[src/verilog/atm_regs.svh]
// Register offsets, field positions, reset values and timing counts of the timer status block.
`ifndef ATM_REGS_SVH
`define ATM_REGS_SVH

`define ATM_OFF_CONTROL 8'h00
`define ATM_OFF_COUNTER 8'h04
`define ATM_OFF_STATUS 8'h08
`define ATM_OFF_STATUS_CLEAR 8'h0c
`define ATM_OFF_IRQ_SET 8'h10
`define ATM_OFF_IRQ_CLEAR 8'h14
`define ATM_OFF_IRQ_STATE 8'h18
`define ATM_OFF_WAKEUP 8'h1c
`define ATM_OFF_ALARM0 8'h20
`define ATM_OFF_ALARM1 8'h24
`define ATM_OFF_PERIODIC0 8'h30
`define ATM_OFF_PERIODIC1 8'h34
`define ATM_OFF_CLOCK 8'h40

`define ATM_BIT_OVF 0
`define ATM_BIT_ALARM0 8
`define ATM_BIT_ALARM1 9
`define ATM_BIT_PER0 16
`define ATM_BIT_PER1 17
`define ATM_BIT_BUSY 24
`define ATM_BIT_READY 25
`define ATM_BIT_CLOCK_BUSY_FLAG 28
`define ATM_BIT_CLOCK_READY_FLAG 29
`define ATM_BIT_CA0 8
`define ATM_BIT_CA1 9
`define ATM_BIT_EN 0
`define ATM_BIT_PCLR 1
`define ATM_BIT_CEN 0

`define ATM_EVENT_MASK 32'h2303_0301
`define ATM_WAKE_MASK 32'h0003_0301
`define ATM_RESET_WORD 32'h0000_0000
`define ATM_INTERVAL_SELECT_W 5

`define ATM_SYNC_TIME_NS 300
`define ATM_CLK_PERIOD_NS 100
`define ATM_SYNC_CYCLES ((`ATM_SYNC_TIME_NS + `ATM_CLK_PERIOD_NS - 1) / `ATM_CLK_PERIOD_NS)
`define ATM_CLK_SYNC_TIME_NS 500
`define ATM_CLK_SYNC_CYCLES ((`ATM_CLK_SYNC_TIME_NS + `ATM_CLK_PERIOD_NS - 1) / `ATM_CLK_PERIOD_NS)

`define ATM_RESP_OKAY 2'b00
`define ATM_RESP_SLVERR 2'b10

`endif

[src/verilog/atm_pkg.sv]
// Types shared by the timer status block.
package atm_pkg;
    typedef struct packed {
        logic [7:0] addr;
        logic [31:0] data;
        logic [3:0] strb;
    } atm_write_t;

    typedef struct packed {
        logic [31:0] data;
        logic [1:0] resp;
    } atm_read_t;

    typedef enum logic [1:0] {
        ATM_WR_IDLE,
        ATM_WR_RESP
    } atm_wr_state_t;
endpackage : atm_pkg

[src/verilog/atm_status_irq.sv]
// Status, interrupt mask, wake-up and alarm logic of the asynchronous timer with its AXI4-Lite slave.
//
// The implementer's own choice: the AXI4-Lite interface to the registers.
`include "atm_regs.svh"
`timescale 1ns/1ps
`default_nettype none

module atm_status_irq #(
    parameter int PRESC_W = 32,
    parameter int SYNC_CYCLES = `ATM_SYNC_CYCLES,
    parameter int CLK_SYNC_CYCLES = `ATM_CLK_SYNC_CYCLES
) (
    input wire logic SYS_CLK, // System clock.
    input wire logic RST_N, // Asynchronous reset, active low.
    input wire logic PRESC_TICK, // One-cycle pulse advancing the prescaler.
    input wire logic S_AXI_AWVALID, // Write address valid.
    output logic S_AXI_AWREADY, // Write address ready.
    input wire logic [7:0] S_AXI_AWADDR, // Write address.
    input wire logic S_AXI_WVALID, // Write data valid.
    output logic S_AXI_WREADY, // Write data ready.
    input wire logic [31:0] S_AXI_WDATA, // Write data.
    input wire logic [3:0] S_AXI_WSTRB, // Write byte strobes.
    output logic S_AXI_BVALID, // Write response valid.
    input wire logic S_AXI_BREADY, // Write response ready.
    output logic [1:0] S_AXI_BRESP, // Write response.
    input wire logic S_AXI_ARVALID, // Read address valid.
    output logic S_AXI_ARREADY, // Read address ready.
    input wire logic [7:0] S_AXI_ARADDR, // Read address.
    output logic S_AXI_RVALID, // Read data valid.
    input wire logic S_AXI_RREADY, // Read data ready.
    output logic [31:0] S_AXI_RDATA, // Read data.
    output logic [1:0] S_AXI_RRESP, // Read response.
    output logic IRQ, // Interrupt request, active high.
    output logic WAKEUP, // Wake-up pulse to the processor.
    output logic [31:0] COUNT // Current counter value.
);

    // ----------------------------------------------------------------
    // Write channel capture
    // ----------------------------------------------------------------
    logic aw_held;
    logic w_held;
    atm_pkg::atm_write_t wr;
    atm_pkg::atm_wr_state_t wr_state;
    logic [1:0] bresp;
    logic wr_fire;

    assign S_AXI_AWREADY = (wr_state == atm_pkg::ATM_WR_IDLE) && !aw_held;
    assign S_AXI_WREADY = (wr_state == atm_pkg::ATM_WR_IDLE) && !w_held;
    assign S_AXI_BVALID = (wr_state == atm_pkg::ATM_WR_RESP);
    assign S_AXI_BRESP = bresp;

    wire logic aw_now = aw_held || (S_AXI_AWVALID && S_AXI_AWREADY);
    wire logic w_now = w_held || (S_AXI_WVALID && S_AXI_WREADY);
    wire logic [7:0] wr_addr = aw_held ? wr.addr : S_AXI_AWADDR;
    wire logic [31:0] wr_data = w_held ? wr.data : S_AXI_WDATA;
    wire logic [3:0] wr_strb = w_held ? wr.strb : S_AXI_WSTRB;
    assign wr_fire = (wr_state == atm_pkg::ATM_WR_IDLE) && aw_now && w_now;

    function automatic logic [31:0] strb_mask(input logic [3:0] s);
        strb_mask = {{8{s[3]}}, {8{s[2]}}, {8{s[1]}}, {8{s[0]}}};
    endfunction : strb_mask

    function automatic logic is_mapped(input logic [7:0] a);
        case (a)
            `ATM_OFF_CONTROL, `ATM_OFF_COUNTER, `ATM_OFF_STATUS, `ATM_OFF_STATUS_CLEAR,
            `ATM_OFF_IRQ_SET, `ATM_OFF_IRQ_CLEAR, `ATM_OFF_IRQ_STATE, `ATM_OFF_WAKEUP,
            `ATM_OFF_ALARM0, `ATM_OFF_ALARM1, `ATM_OFF_PERIODIC0, `ATM_OFF_PERIODIC1,
            `ATM_OFF_CLOCK: is_mapped = 1'b1;
            default: is_mapped = 1'b0;
        endcase
    endfunction : is_mapped

    always_ff @(posedge SYS_CLK or negedge RST_N) begin
        if (!RST_N) begin
            aw_held <= 1'b0;
            w_held <= 1'b0;
            wr <= '0;
            wr_state <= atm_pkg::ATM_WR_IDLE;
            bresp <= `ATM_RESP_OKAY;
        end else begin
            case (wr_state)
                atm_pkg::ATM_WR_IDLE: begin
                    if (S_AXI_AWVALID && S_AXI_AWREADY) begin
                        wr.addr <= S_AXI_AWADDR;
                    end
                    if (S_AXI_WVALID && S_AXI_WREADY) begin
                        wr.data <= S_AXI_WDATA;
                        wr.strb <= S_AXI_WSTRB;
                    end
                    if (wr_fire) begin
                        aw_held <= 1'b0;
                        w_held <= 1'b0;
                        wr_state <= atm_pkg::ATM_WR_RESP;
                        bresp <= is_mapped(wr_addr) ? `ATM_RESP_OKAY : `ATM_RESP_SLVERR;
                    end else begin
                        aw_held <= aw_now;
                        w_held <= w_now;
                    end
                end
                atm_pkg::ATM_WR_RESP: begin
                    if (S_AXI_BREADY) begin
                        wr_state <= atm_pkg::ATM_WR_IDLE;
                    end
                end
                default: wr_state <= atm_pkg::ATM_WR_IDLE;
            endcase
        end
    end

    // ----------------------------------------------------------------
    // Write decode
    // ----------------------------------------------------------------
    logic busy;
    logic clk_busy;
    wire logic [31:0] wmask = strb_mask(wr_strb);
    wire logic [31:0] wbits = wr_data & wmask;
    // Synchronised writes are dropped silently while busy; software must wait for ready first.
    wire logic sync_ok = wr_fire && !busy;
    wire logic wr_control = sync_ok && (wr_addr == `ATM_OFF_CONTROL);
    wire logic wr_counter = sync_ok && (wr_addr == `ATM_OFF_COUNTER);
    wire logic wr_sclear = sync_ok && (wr_addr == `ATM_OFF_STATUS_CLEAR);
    wire logic wr_wake = sync_ok && (wr_addr == `ATM_OFF_WAKEUP);
    wire logic wr_al0 = sync_ok && (wr_addr == `ATM_OFF_ALARM0);
    wire logic wr_al1 = sync_ok && (wr_addr == `ATM_OFF_ALARM1);
    wire logic wr_per0 = sync_ok && (wr_addr == `ATM_OFF_PERIODIC0);
    wire logic wr_per1 = sync_ok && (wr_addr == `ATM_OFF_PERIODIC1);
    wire logic wr_clock = wr_fire && !clk_busy && (wr_addr == `ATM_OFF_CLOCK);
    wire logic wr_iset = wr_fire && (wr_addr == `ATM_OFF_IRQ_SET);
    wire logic wr_iclr = wr_fire && (wr_addr == `ATM_OFF_IRQ_CLEAR);
    wire logic wr_sync_reg = wr_control || wr_counter || wr_sclear || wr_wake
                             || wr_al0 || wr_al1 || wr_per0 || wr_per1;

    // ----------------------------------------------------------------
    // Configuration registers
    // ----------------------------------------------------------------
    logic [31:0] timer_control;
    logic [31:0] wakeup_enable;
    logic [31:0] alarm_compare_0;
    logic [31:0] alarm_compare_1;
    logic [`ATM_INTERVAL_SELECT_W-1:0] interval_select_0;
    logic [`ATM_INTERVAL_SELECT_W-1:0] interval_select_1;
    logic clock_enable_bit;

    always_ff @(posedge SYS_CLK or negedge RST_N) begin
        if (!RST_N) begin
            timer_control <= `ATM_RESET_WORD;
            wakeup_enable <= `ATM_RESET_WORD;
            alarm_compare_0 <= `ATM_RESET_WORD;
            alarm_compare_1 <= `ATM_RESET_WORD;
            interval_select_0 <= '0;
            interval_select_1 <= '0;
            clock_enable_bit <= 1'b0;
        end else begin
            if (wr_control) begin
                timer_control <= (timer_control & ~wmask) | (wbits & ~(32'h1 << `ATM_BIT_PCLR));
            end
            if (wr_wake) begin
                wakeup_enable <= (wakeup_enable & ~wmask) | (wbits & `ATM_WAKE_MASK);
            end
            if (wr_al0) begin
                alarm_compare_0 <= (alarm_compare_0 & ~wmask) | wbits;
            end
            if (wr_al1) begin
                alarm_compare_1 <= (alarm_compare_1 & ~wmask) | wbits;
            end
            if (wr_per0 && wr_strb[0]) begin
                interval_select_0 <= wr_data[`ATM_INTERVAL_SELECT_W-1:0];
            end
            if (wr_per1 && wr_strb[0]) begin
                interval_select_1 <= wr_data[`ATM_INTERVAL_SELECT_W-1:0];
            end
            if (wr_clock && wr_strb[0]) begin
                clock_enable_bit <= wr_data[`ATM_BIT_CEN];
            end
        end
    end

    // ----------------------------------------------------------------
    // Busy timers standing in for the asynchronous synchroniser delay
    // ----------------------------------------------------------------
    logic [7:0] busy_cnt;
    logic [7:0] clk_busy_cnt;
    logic busy_q;
    logic clk_busy_q;
    assign busy = (busy_cnt != 8'h00);
    assign clk_busy = (clk_busy_cnt != 8'h00);

    always_ff @(posedge SYS_CLK or negedge RST_N) begin
        if (!RST_N) begin
            busy_cnt <= 8'h00;
            busy_q <= 1'b0;
        end else begin
            busy_q <= busy;
            if (wr_sync_reg) begin
                busy_cnt <= 8'(SYNC_CYCLES);
            end else if (busy) begin
                busy_cnt <= busy_cnt - 8'h01;
            end
        end
    end

    always_ff @(posedge SYS_CLK or negedge RST_N) begin
        if (!RST_N) begin
            clk_busy_cnt <= 8'h00;
            clk_busy_q <= 1'b0;
        end else begin
            clk_busy_q <= clk_busy;
            if (wr_clock && wr_strb[0]) begin
                clk_busy_cnt <= 8'(CLK_SYNC_CYCLES);
            end else if (clk_busy) begin
                clk_busy_cnt <= clk_busy_cnt - 8'h01;
            end
        end
    end

    // ----------------------------------------------------------------
    // Prescaler and counter
    // ----------------------------------------------------------------
    logic [PRESC_W-1:0] presc;
    logic [PRESC_W-1:0] presc_q;
    logic [31:0] counter;
    wire logic run = timer_control[`ATM_BIT_EN] && clock_enable_bit;
    wire logic hit0 = run && (counter == alarm_compare_0);
    wire logic hit1 = run && (counter == alarm_compare_1);
    wire logic hit0_rise;
    wire logic hit1_rise;
    logic hit0_q;
    logic hit1_q;
    assign hit0_rise = hit0 && !hit0_q;
    assign hit1_rise = hit1 && !hit1_q;
    wire logic ovf_evt = run && PRESC_TICK && (counter == 32'hffff_ffff);
    wire logic per0_evt = presc[interval_select_0] && !presc_q[interval_select_0];
    wire logic per1_evt = presc[interval_select_1] && !presc_q[interval_select_1];
    assign COUNT = counter;

    always_ff @(posedge SYS_CLK or negedge RST_N) begin
        if (!RST_N) begin
            presc <= '0;
            presc_q <= '0;
            counter <= 32'h0000_0000;
            hit0_q <= 1'b0;
            hit1_q <= 1'b0;
        end else begin
            presc_q <= presc;
            hit0_q <= hit0;
            hit1_q <= hit1;
            if (wr_control && wr_strb[0] && wr_data[`ATM_BIT_PCLR]) begin
                presc <= '0;
            end else if (run && PRESC_TICK) begin
                presc <= presc + 1'b1;
            end
            if (wr_counter) begin
                counter <= (counter & ~wmask) | wbits;
            end else if ((hit0_rise && timer_control[`ATM_BIT_CA0])
                         || (hit1_rise && timer_control[`ATM_BIT_CA1])) begin
                counter <= 32'h0000_0000;
            end else if (run && PRESC_TICK) begin
                counter <= counter + 32'h0000_0001;
            end
        end
    end

    // ----------------------------------------------------------------
    // Status flags, mask, interrupt and wake-up
    // ----------------------------------------------------------------
    logic [31:0] event_status;
    logic [31:0] irq_enable_state;
    logic [31:0] set_bits;
    always_comb begin
        set_bits = 32'h0000_0000;
        set_bits[`ATM_BIT_OVF] = ovf_evt;
        set_bits[`ATM_BIT_ALARM0] = hit0_rise;
        set_bits[`ATM_BIT_ALARM1] = hit1_rise;
        set_bits[`ATM_BIT_PER0] = per0_evt;
        set_bits[`ATM_BIT_PER1] = per1_evt;
        set_bits[`ATM_BIT_READY] = busy_q && !busy;
        set_bits[`ATM_BIT_CLOCK_READY_FLAG] = clk_busy_q && !clk_busy;
    end

    // A new event in the same cycle as its clear keeps the flag set.
    always_ff @(posedge SYS_CLK or negedge RST_N) begin
        if (!RST_N) begin
            event_status <= `ATM_RESET_WORD;
        end else begin
            event_status <= ((event_status & ~(wr_sclear ? (wbits & `ATM_EVENT_MASK) : 32'h0))
                             | set_bits) & `ATM_EVENT_MASK;
        end
    end

    always_ff @(posedge SYS_CLK or negedge RST_N) begin
        if (!RST_N) begin
            irq_enable_state <= `ATM_RESET_WORD;
        end else begin
            irq_enable_state <= ((irq_enable_state | (wr_iset ? wbits : 32'h0))
                                 & ~(wr_iclr ? wbits : 32'h0)) & `ATM_EVENT_MASK;
        end
    end

    always_ff @(posedge SYS_CLK or negedge RST_N) begin
        if (!RST_N) begin
            IRQ <= 1'b0;
            WAKEUP <= 1'b0;
        end else begin
            IRQ <= |(event_status & irq_enable_state);
            WAKEUP <= |(set_bits & wakeup_enable & `ATM_WAKE_MASK);
        end
    end

    // ----------------------------------------------------------------
    // Read channel
    // ----------------------------------------------------------------
    atm_pkg::atm_read_t rd;
    logic rvalid;
    assign S_AXI_ARREADY = !rvalid;
    assign S_AXI_RVALID = rvalid;
    assign S_AXI_RDATA = rd.data;
    assign S_AXI_RRESP = rd.resp;

    function automatic logic [31:0] gate(input logic b, input logic [31:0] v);
        gate = b ? 32'h0000_0000 : v;
    endfunction : gate

    always_ff @(posedge SYS_CLK or negedge RST_N) begin
        if (!RST_N) begin
            rvalid <= 1'b0;
            rd <= '0;
        end else if (S_AXI_ARVALID && !rvalid) begin
            rvalid <= 1'b1;
            rd.resp <= is_mapped(S_AXI_ARADDR) ? `ATM_RESP_OKAY : `ATM_RESP_SLVERR;
            case (S_AXI_ARADDR)
                `ATM_OFF_CONTROL: rd.data <= gate(busy, timer_control);
                `ATM_OFF_COUNTER: rd.data <= gate(busy, counter);
                `ATM_OFF_STATUS: rd.data <= event_status | (32'(busy) << `ATM_BIT_BUSY)
                                            | (32'(clk_busy) << `ATM_BIT_CLOCK_BUSY_FLAG);
                `ATM_OFF_IRQ_STATE: rd.data <= irq_enable_state;
                `ATM_OFF_WAKEUP: rd.data <= gate(busy, wakeup_enable);
                `ATM_OFF_ALARM0: rd.data <= gate(busy, alarm_compare_0);
                `ATM_OFF_ALARM1: rd.data <= gate(busy, alarm_compare_1);
                `ATM_OFF_PERIODIC0: rd.data <= gate(busy, 32'(interval_select_0));
                `ATM_OFF_PERIODIC1: rd.data <= gate(busy, 32'(interval_select_1));
                `ATM_OFF_CLOCK: rd.data <= 32'(clock_enable_bit);
                default: rd.data <= 32'h0000_0000;
            endcase
        end else if (rvalid && S_AXI_RREADY) begin
            rvalid <= 1'b0;
        end
    end

endmodule : atm_status_irq

`default_nettype wire
[config.mk]
export PLATFORM = sky130hd
export DESIGN_NAME = atm_status_irq
export DESIGN_NICKNAME = d
export VERILOG_FILES = /design/src/verilog/atm_pkg.sv /design/src/verilog/atm_status_irq.sv
export VERILOG_INCLUDE_DIRS = /design/src /design/src/verilog
export SDC_FILE = /design/constraint.sdc
export NUM_CORES = 1
export LEC_CHECK = 0
export ABC_CLOCK_PERIOD_IN_PS = 3200
export BUFFER_PORTS_ARGS = -buffer_cell sky130_fd_sc_hd__clkbuf_2
export CORE_UTILIZATION = 52
export CTS_CLUSTER_DIAMETER = 100
export DETAILED_ROUTE_END_ITERATION = 10
export PLACE_DENSITY = 0.7
export SETUP_SLACK_MARGIN = 0.4
export SYNTH_ARGS = -nofsm -noshare
export SYNTH_HDL_FRONTEND = slang
export SYNTH_SLANG_ARGS = --single-unit
[constraint.sdc]
create_clock -name SYS_CLK -period 3.2 [get_ports SYS_CLK]
set_input_delay 0.64 -clock SYS_CLK [delete_from_list [all_inputs] [get_ports SYS_CLK]]
set_output_delay 0.64 -clock SYS_CLK [all_outputs]
set_load 0.1 [all_outputs]
* Word-level counts from Yosys, hierarchy flattened *
Index checks and enable logic that the tools add are counted.

operators by class
  $add $sub $neg = 4
  $lt $le $gt $ge = 2
  equal/unequal tests = 30
  multiplexer cells = 45
  bitwise gates (word level) = 22
  reduce and logical (&&, ||, !) cells = 76

operators by type and width
  kind                                                                    number
  32-bit two-way mux                                                      11
  32-bit one-hot mux with 10 select lines                                 1
  32-bit AND                                                              6
  32-bit OR                                                               4
  30-bit AND                                                              3
  30-bit two-way mux                                                      3
  32-bit by 1-bit adder with 32-bit output (second input constant)        2
  32-bit equality test                                                    2
  8-bit by 5-bit equality test with 1-bit output (second input constant)  8
  8-bit by 6-bit equality test with 1-bit output (second input constant)  8
  30-bit inverter                                                         2
  30-bit OR                                                               2
  8-bit two-way mux                                                       5
  1-bit logical AND                                                       39
  32-bit equality test (second input constant)                            1
  8-bit by 4-bit equality test with 1-bit output (second input constant)  4
  32-bit inverter                                                         1
  32-bit by 18-bit OR with 32-bit output                                  1
  32-bit OR reduction                                                     1
  30-bit by 25-bit OR with 30-bit output                                  1
  30-bit by 29-bit OR with 30-bit output                                  1
  13-bit OR reduction                                                     2
  1-bit binary-select mux with 5-bit select                               4
  18-bit AND                                                              1
  21 further kinds                                                        66

storage, ports and cells
  register bits after elaboration = 358
  input port bits = 60
  output and inout port bits = 75
  word-level logic and storage cells = 209

* Longest topological paths before layout *
Gate-level depths: netlist of the first run.

  depth in word-level cells = 16
  depth in mapped cells = 10
  gate-level depth less buffers = 10

* Least setup slack after synthesis of the first run *
No wires, ideal clock.

  path type = register -> register
  start point = reg with a tool-made name
  end point = reg with a tool-made name
  setup time = 0.087 ns
  arrival = 2.997 ns
  required time = 3.113 ns
  setup slack = 0.116 ns
  cell stages (with the launch flop) = 10
  buffers on the path = 2
  clock period less this slack = 3.084 ns
  cell sequence = dfrtp_1 > buf_2 > xor2_1 > a211o_1 > or3_1 > or4_1 > o2111ai_2 > buf_6 > a31oi_1 > a211oi_2

==> impl_metrics.py, run 1 <==
metrics = {
    "power": {
        "power_frac_comb": 0.217,
        "powerDensity_mw_per_mm2": 617,
        "power_switching_share": 0.313,
        "power_frac_clock": 0.370,
        "seqPwrFrac": 0.413,
        "vdd_drop_max_uv": 869,
        "p_leak_nw": 9.39,
        "p_int_mw": 8.84,
        "p_switching_mw": 4.02,
    },
    "detailed_routing": {
        "post_drt_wl_per_cell_um": 22.9,
        "vias_per_cell": 6.30,
        "ant_nets": 0,
        "drc": 0,
        "dr_total_vias": 15300,
        "routed_wl_mm": 55.8,
        "drtIter0Drc": 1817,
        "drt_pass1_iterations": 8,
    },
    "final_layout": {
        "final-instance-count-excl-fill": 2434,
        "finalNetCount": 2020,
        "fillCellCount": 2741,
        "multi_input_area_mm2": 0.00850,
        "layout_commonest_cell": "dfrtp_1",
        "drive_gt1_frac": 0.225,
        "regArea_mm2": 0.00891,
        "syn2layout_area_growth_pct": 16.9,
        "final_cell_mix": "dfrtp_1 (330), nand2_1 (203), o21ai_0 (149)",
    },
    "floorplanning": {
        "start_util": 0.530,
        "std_cell_rows": 67,
        "fp.coreArea_mm2": 0.0336,
        "fp.dieH_um": 187,
        "num_io_pins": 135,
        "dieArea_mm2": 0.0350,
        "die_w_um": 187,
    },
    "synthesis": {
        "synthFlopType": "dfrtp_1",
        "syn-cell-area_mm2": 0.0178,
        "avgSynthCellArea_um2": 9.89,
        "synthArstFlopShare": 1.00,
        "synth_edf_count": 0,
        "synthAdderAreaFrac": 0.00351,
        "synthSimpleGateAreaFrac": 0.174,
        "synth_xor_area_frac": 0.0462,
        "synth_compound_area_frac": 0.155,
        "ys_seq_area_frac": 0.498,
        "synth_top_family_by_area": "simple AND/OR/NAND/NOR gates",
        "ys_seq_elements": 355,
        "yosys_warnings": 0,
        "synthMuxAreaShare": 0.0902,
        "synthCells": 1803,
        "ys_types": 78,
    },
    "global_route": {
        "antenna_found_initial": 2,
        "grt_pass1_vias": 14800,
        "grt_max_degree": 105,
        "grt_pass1_wl_mm": 86.8,
        "grt_usage": 0.320,
        "overflow": 0,
    },
    "setup_path": {
        "path_cells": "buf_4, xor2_1, nor4_2, nand4_1, or4_1, o2111ai_2, buf_12, a21oi_1, a211oi_1",
        "cp-end-kind": "flop",
        "slowest_delay_ps": 590,
        "cp_max_fo": 23,
        "crit_type": "reg -> reg",
        "crit_family": "simple AND/OR/NAND/NOR gates",
        "slowest_stage": "or4_1",
        "critPathLaunchType": "flop",
        "cp.required_ps": 3640,
        "crit_buf_inv": 2,
        "worstPathArrival_ps": 3250,
    },
    "placement": {
        "dp_hpwl_mm": 39.8,
        "gp_congestion": 1.04,
        "place_inst": 2356,
        "io_buffers": 132,
    },
    "clock_network": {
        "insertion_delay_ps": 550,
        "cts_buffer_depth": 3,
        "cts_tree": "yes",
        "clockRootBuffer": "clkbuf_16",
        "clock_sinks": 355,
        "path_clk_slew_ps": 70,
        "numCtsBuffers": 39,
        "hold_buffers": 0,
        "cts_max_level": 2,
    },
    "sta": {
        "rsz0062_at_grt": "true",
        "drv_slew": 0,
        "period_share": 0.878,
        "period_needed_ps": 2810,
        "hold_viol_final": 0,
        "worst_slew_pin_slew_ps": 1070,
        "skew_ps": 30.7,
        "relSlewSlack": 0.287,
        "tns_ps": 0,
        "fmax_mhz": 356,
        "setup_viol": 0,
    },
    "flow_run": {
        "drv_cap": 0,
    },
    "hold_path": {
        "hold_path.class": "in -> async",
    },
    "outcome": {
        "status": "completed",
    },
}
routing by layer:
metal	vias up	wire length (µm)	track usage
met1	7553	23500	0.461
met2	865	24200	0.465
met5	-	0	0
met4	0	1590	0.108
li1	6797	-	-
met3	131	6510	0.0865
Yosys cell counts, drive strengths merged (4+ instances only):
| master | n | area share |
|---|---|---|
| nand4 | 24 | 0.0084 |
| a2bb2oi | 5 | 0.0025 |
| and3 | 16 | 0.0056 |
| nor4 | 30 | 0.012 |
| and2 | 31 | 0.011 |
| nand2b | 30 | 0.011 |
| ha | 5 | 0.0035 |
| mux2 | 90 | 0.057 |
| o21bai | 4 | 0.0019 |
| clkbuf | 81 | 0.017 |
| xor2 | 76 | 0.037 |
| mux2i | 46 | 0.026 |
| nand2 | 207 | 0.044 |
| nor2 | 118 | 0.025 |
| a21oi | 117 | 0.033 |
| or2 | 8 | 0.0028 |
| nand3 | 55 | 0.015 |
| o21ai | 154 | 0.043 |
| or4 | 8 | 0.0036 |
| or3 | 8 | 0.0028 |
| a222oi | 11 | 0.0062 |
| mux4 | 6 | 0.0076 |
| a211oi | 6 | 0.0028 |
| nor3 | 29 | 0.0091 |
| inv | 34 | 0.0072 |
| and4 | 8 | 0.0041 |
| nor3b | 7 | 0.0032 |
| o211ai | 13 | 0.0055 |
| nand3b | 34 | 0.014 |
| a31oi | 24 | 0.0084 |
| xnor2 | 18 | 0.0088 |
| a22oi | 71 | 0.030 |
| buf | 24 | 0.0081 |
| dfrtp | 355 | 0.50 |
per-stage QoR:
| step | total power, mW | hold slack [ps] | instance area (µm²) | util | setup slack, ps |
|---|---|---|---|---|---|
| after floorplan | 7.12 | 344 | 17900 | - | 315 |
| after global placement | 8.02 | 428 | 19400 | 0.576 | 145 |
| after detailed placement | 8.11 | 435 | 19400 | 0.576 | 229 |
| after CTS | 12.8 | 27.8 | 20700 | 0.617 | 413 |
| after global routing | 13.3 | 50.6 | 20800 | 0.620 | 264 |
| final | 12.9 | 13.5 | 20900 | 0.620 | 389 |
final cells by class:
type,count,area share
flip-flops and latches,355,0.428
multi-input cells,1310,0.408
repair buffers,215,0.0668
clock buffers,58,0.0550
well taps,448,0.0269
clock inverters,13,0.00966
inverters,34,0.00630
diodes,1,0.000120
worst register-to-register path, stage by stage, from the launching register on:
cell and delay [ps]:
dfrtp_2 410, buf_4 180, xor2_1 170, nor4_2 410, nand4_1 260, or4_1 590
o2111ai_2 140, buf_12 220, a21oi_1 90, a211oi_1 230
power by group through the flow:
| stage | clock [mW] | sequential [mW] | combinational, mW |
|---|---|---|---|
| final | 4.76 | 5.31 | 2.79 |
| after global routing | 5.00 | 5.36 | 2.97 |
| after CTS | 4.80 | 5.30 | 2.75 |
| after detailed placement | 0 | 5.37 | 2.73 |
| after global placement | 0 | 5.34 | 2.68 |
| after floorplan | 0 | 5.43 | 1.69 |
repair_timing:
action / in CTS / in global routing
buffers inserted: 2 / 4
gates resized for setup: 3 / 17
setup endpoints to repair: 51 / 94
pin swaps: 1 / 7
cells by family after synthesis:
kind of cell	count (synthesis)
multiplexers	142
XOR/XNOR	94
AO/OA/AOI/OAI	450
adder cells (fa/ha/maj)	5
other	1
flip-flops	355
AND/OR/NAND/NOR	617
buffers and inverters	139
worst paths after layout:
| check | from | end | slack, ps | cells after the start |
|---|---|---|---|---|
| setup / recovery | flop | flop | 390 | 9 |
| max in group asynchronous | RST_N | interval_select_0[0]$_DFFE_PN0P_ | 2260 | 2 |
| setup reg to reg | flop | flop | 390 | 9 |
| min in group SYS_CLK | S_AXI_BREADY | wr_state[0]$_DFFE_PN0P_ | 290 | 2 |
| hold / removal | RST_N | clk_busy_cnt[6]$_DFFE_PN0P_ | 10 | 1 |
| hold reg to reg | presc[10]$_DFFE_PN0P_ | presc_q[10]$_DFF_PN0_ | 450 | 0 |
Power figures use the tool's default switching activity.
==> run 2, diff against run 1 <==
--- a/config.mk
+++ b/config.mk
@@ -11,7 +11,9 @@
 export CORE_UTILIZATION = 52
 export CTS_CLUSTER_DIAMETER = 100
 export DETAILED_ROUTE_END_ITERATION = 10
+export GPL_TIMING_DRIVEN = 0
 export PLACE_DENSITY = 0.7
+export REMOVE_ABC_BUFFERS = 1
 export SETUP_SLACK_MARGIN = 0.4
 export SYNTH_ARGS = -nofsm -noshare
 export SYNTH_HDL_FRONTEND = slang
==> impl_metrics.py, run 2 (same netlist as run 1, synthesis figures left out) <==
metrics = {
    "detailed_routing": {
        "post_drt_wl_per_cell_um": 22.2,
        "dr_total_vias": 15100,
        "drt_pass1_iterations": 6,
        "drtIter0Drc": 1516,
        "drc": 0,
        "ant_nets": 0,
        "routed_wl_mm": 53.4,
        "vias_per_cell": 6.26,
    },
    "floorplanning": {
        "die_w_um": 187,
        "fp.dieH_um": 187,
        "fp.coreArea_mm2": 0.0336,
        "start_util": 0.530,
        "num_io_pins": 135,
        "dieArea_mm2": 0.0350,
        "std_cell_rows": 67,
    },
    "sta": {
        "fmax_mhz": 357,
        "setup_viol": 0,
        "setup_ws_ps": 400,
        "worst_slew_pin_slew_ps": 1140,
        "period_needed_ps": 2800,
        "relSlewSlack": 0.236,
        "rsz0062_at_grt": "true",
        "hold_viol_final": 0,
        "period_share": 0.875,
        "drv_slew": 0,
        "skew_ps": 30.5,
    },
    "power": {
        "vdd_drop_max_uv": 472,
        "p_leak_nw": 9.34,
        "p_switching_mw": 3.93,
        "power_switching_share": 0.313,
        "powerDensity_mw_per_mm2": 598,
        "p_int_mw": 8.62,
        "power_frac_clock": 0.362,
        "seqPwrFrac": 0.425,
        "power_frac_comb": 0.214,
    },
    "setup_path": {
        "rrSetupSlack_ps": 400,
        "r2r-end": "wakeup_enable[15]$_DFFE_PN0P_",
        "cp_max_fo": 10,
        "reg2reg_from": "busy_cnt[4]$_DFFE_PN0P_",
        "cp-end-kind": "flop",
        "worstPathArrival_ps": 3220,
        "rr_worst_depth": 7,
        "cp.required_ps": 3620,
        "critPathLaunchType": "flop",
        "crit_type": "reg -> reg",
    },
    "clock_network": {
        "clockRootBuffer": "clkbuf_16",
        "cts_tree": "yes",
        "cts_buffer_depth": 3,
        "path_clk_slew_ps": 60,
        "hold_buffers": 0,
        "insertion_delay_ps": 540,
        "cts_max_level": 2,
        "clock_sinks": 355,
        "numCtsBuffers": 39,
    },
    "global_route": {
        "grt_pass1_wl_mm": 83.0,
        "grt_pass1_vias": 14600,
        "overflow": 0,
        "antenna_found_initial": 4,
        "grt_max_degree": 115,
        "grt_usage": 0.303,
    },
    "final_layout": {
        "finalNetCount": 1996,
        "final_cell_mix": "dfrtp_1 (338), nand2_1 (198), o21ai_0 (149)",
        "fin_area_mm2": 0.0210,
        "layout_commonest_cell": "dfrtp_1",
        "syn2layout_area_growth_pct": 17.7,
        "fillCellCount": 2718,
        "drive_gt1_frac": 0.227,
    },
    "placement": {
        "placed_area_mm2": 0.0190,
        "gp_congestion": 0.989,
        "dpl_worst_slack_ps": -800,
        "dp_hpwl_mm": 36.6,
        "io_buffers": 132,
    },
    "hold_path": {
        "hold_path.class": "in -> async",
    },
    "flow_run": {
        "drv_cap": 0,
    },
    "outcome": {
        "status": "completed",
    },
}
run 2: changes by cell type in the layout (fill, tap and decap cells not counted), sizes merged:
cell,before,now
buf,84,57
clkbuf,189,193
bufinv,5,2
clkinv,5,2
inv,36,34
clkinvlp,1,0
nor3,29,30
o2111ai,2,3
run 2: how the worst max path moves through the flow:
stage,startpoint,to,slack (ps),depth (start not counted)
after floorplan,w_held$_DFFE_PN0N_,wr[0]$_DFFE_PN0P_,-1350,2
after global placement,RST_N,presc[28]$_DFFE_PN0P_,-6360,1
after detailed placement,busy_cnt[4]$_DFFE_PN0P_,flop,-800,6
after CTS,busy_cnt[4]$_DFFE_PN0P_,event_status[17]$_DFF_PN0_,310,7
after global routing,busy_cnt[4]$_DFFE_PN0P_,wakeup_enable[15]$_DFFE_PN0P_,330,7
final,busy_cnt[4]$_DFFE_PN0P_,wakeup_enable[15]$_DFFE_PN0P_,400,7
run 2: power by group through the flow:
stage               Combinational (mW)  Clock (mW)  Sequential (mW)
floorplan                         1.54           0             5.54
global placement                  2.34           0             5.46
detailed placement                2.46           0             5.44
CTS                               2.64        4.59             5.32
global route                      2.87        4.76             5.39
finish                            2.68        4.54             5.33
run 2: layout make-up:
cell class	count	area, µm²	area share
clock inverters	4	70.1	0.00334
flip-flops and latches	355	8910	0.425
multi-input cells	1312	8800	0.419
well taps	448	561	0.0267
repair buffers	189	1320	0.0627
diodes	1	2.50	0.000119
clock buffers	61	1200	0.0572
inverters	34	128	0.00608
run 2: what timing repair did:
item | in CTS | in global routing
cloned | 2 | 0
resized for setup | 45 | 39
setup buffers | 19 | 19
setup endpoints to repair | 240 | 118
pin swaps | 7 | 10
run 2: metrics by stage:
stage	total power, mW	utilization	TNS, ps	hold slack (ps)	std cells
global route	13.0	0.624	0	194	2403
finish	12.6	0.624	0	130	2404
global placement	7.80	0.554	-2813210	428	2279
floorplan	7.08	-	-94640	344	1699
CTS	12.6	0.614	0	173	2384
detailed placement	7.90	0.565	-82190	435	2298
run 2: per-layer routing:
metal	GRT usage	wire, µm	vias up
met1	0.394	21300	7463
met5	0	34	-
met4	0.145	2600	6
met2	0.491	25500	649
li1	-	-	6760
met3	0.0531	3920	172
run 2: worst max-delay path, stage by stage, from the launching register on:
cell and delay (ps):
dfrtp_1 410, or4_4 590, nor3_4 210, inv_2 110, or4_1 610, nor2_4 260, nand2_2 240, and2_1 250
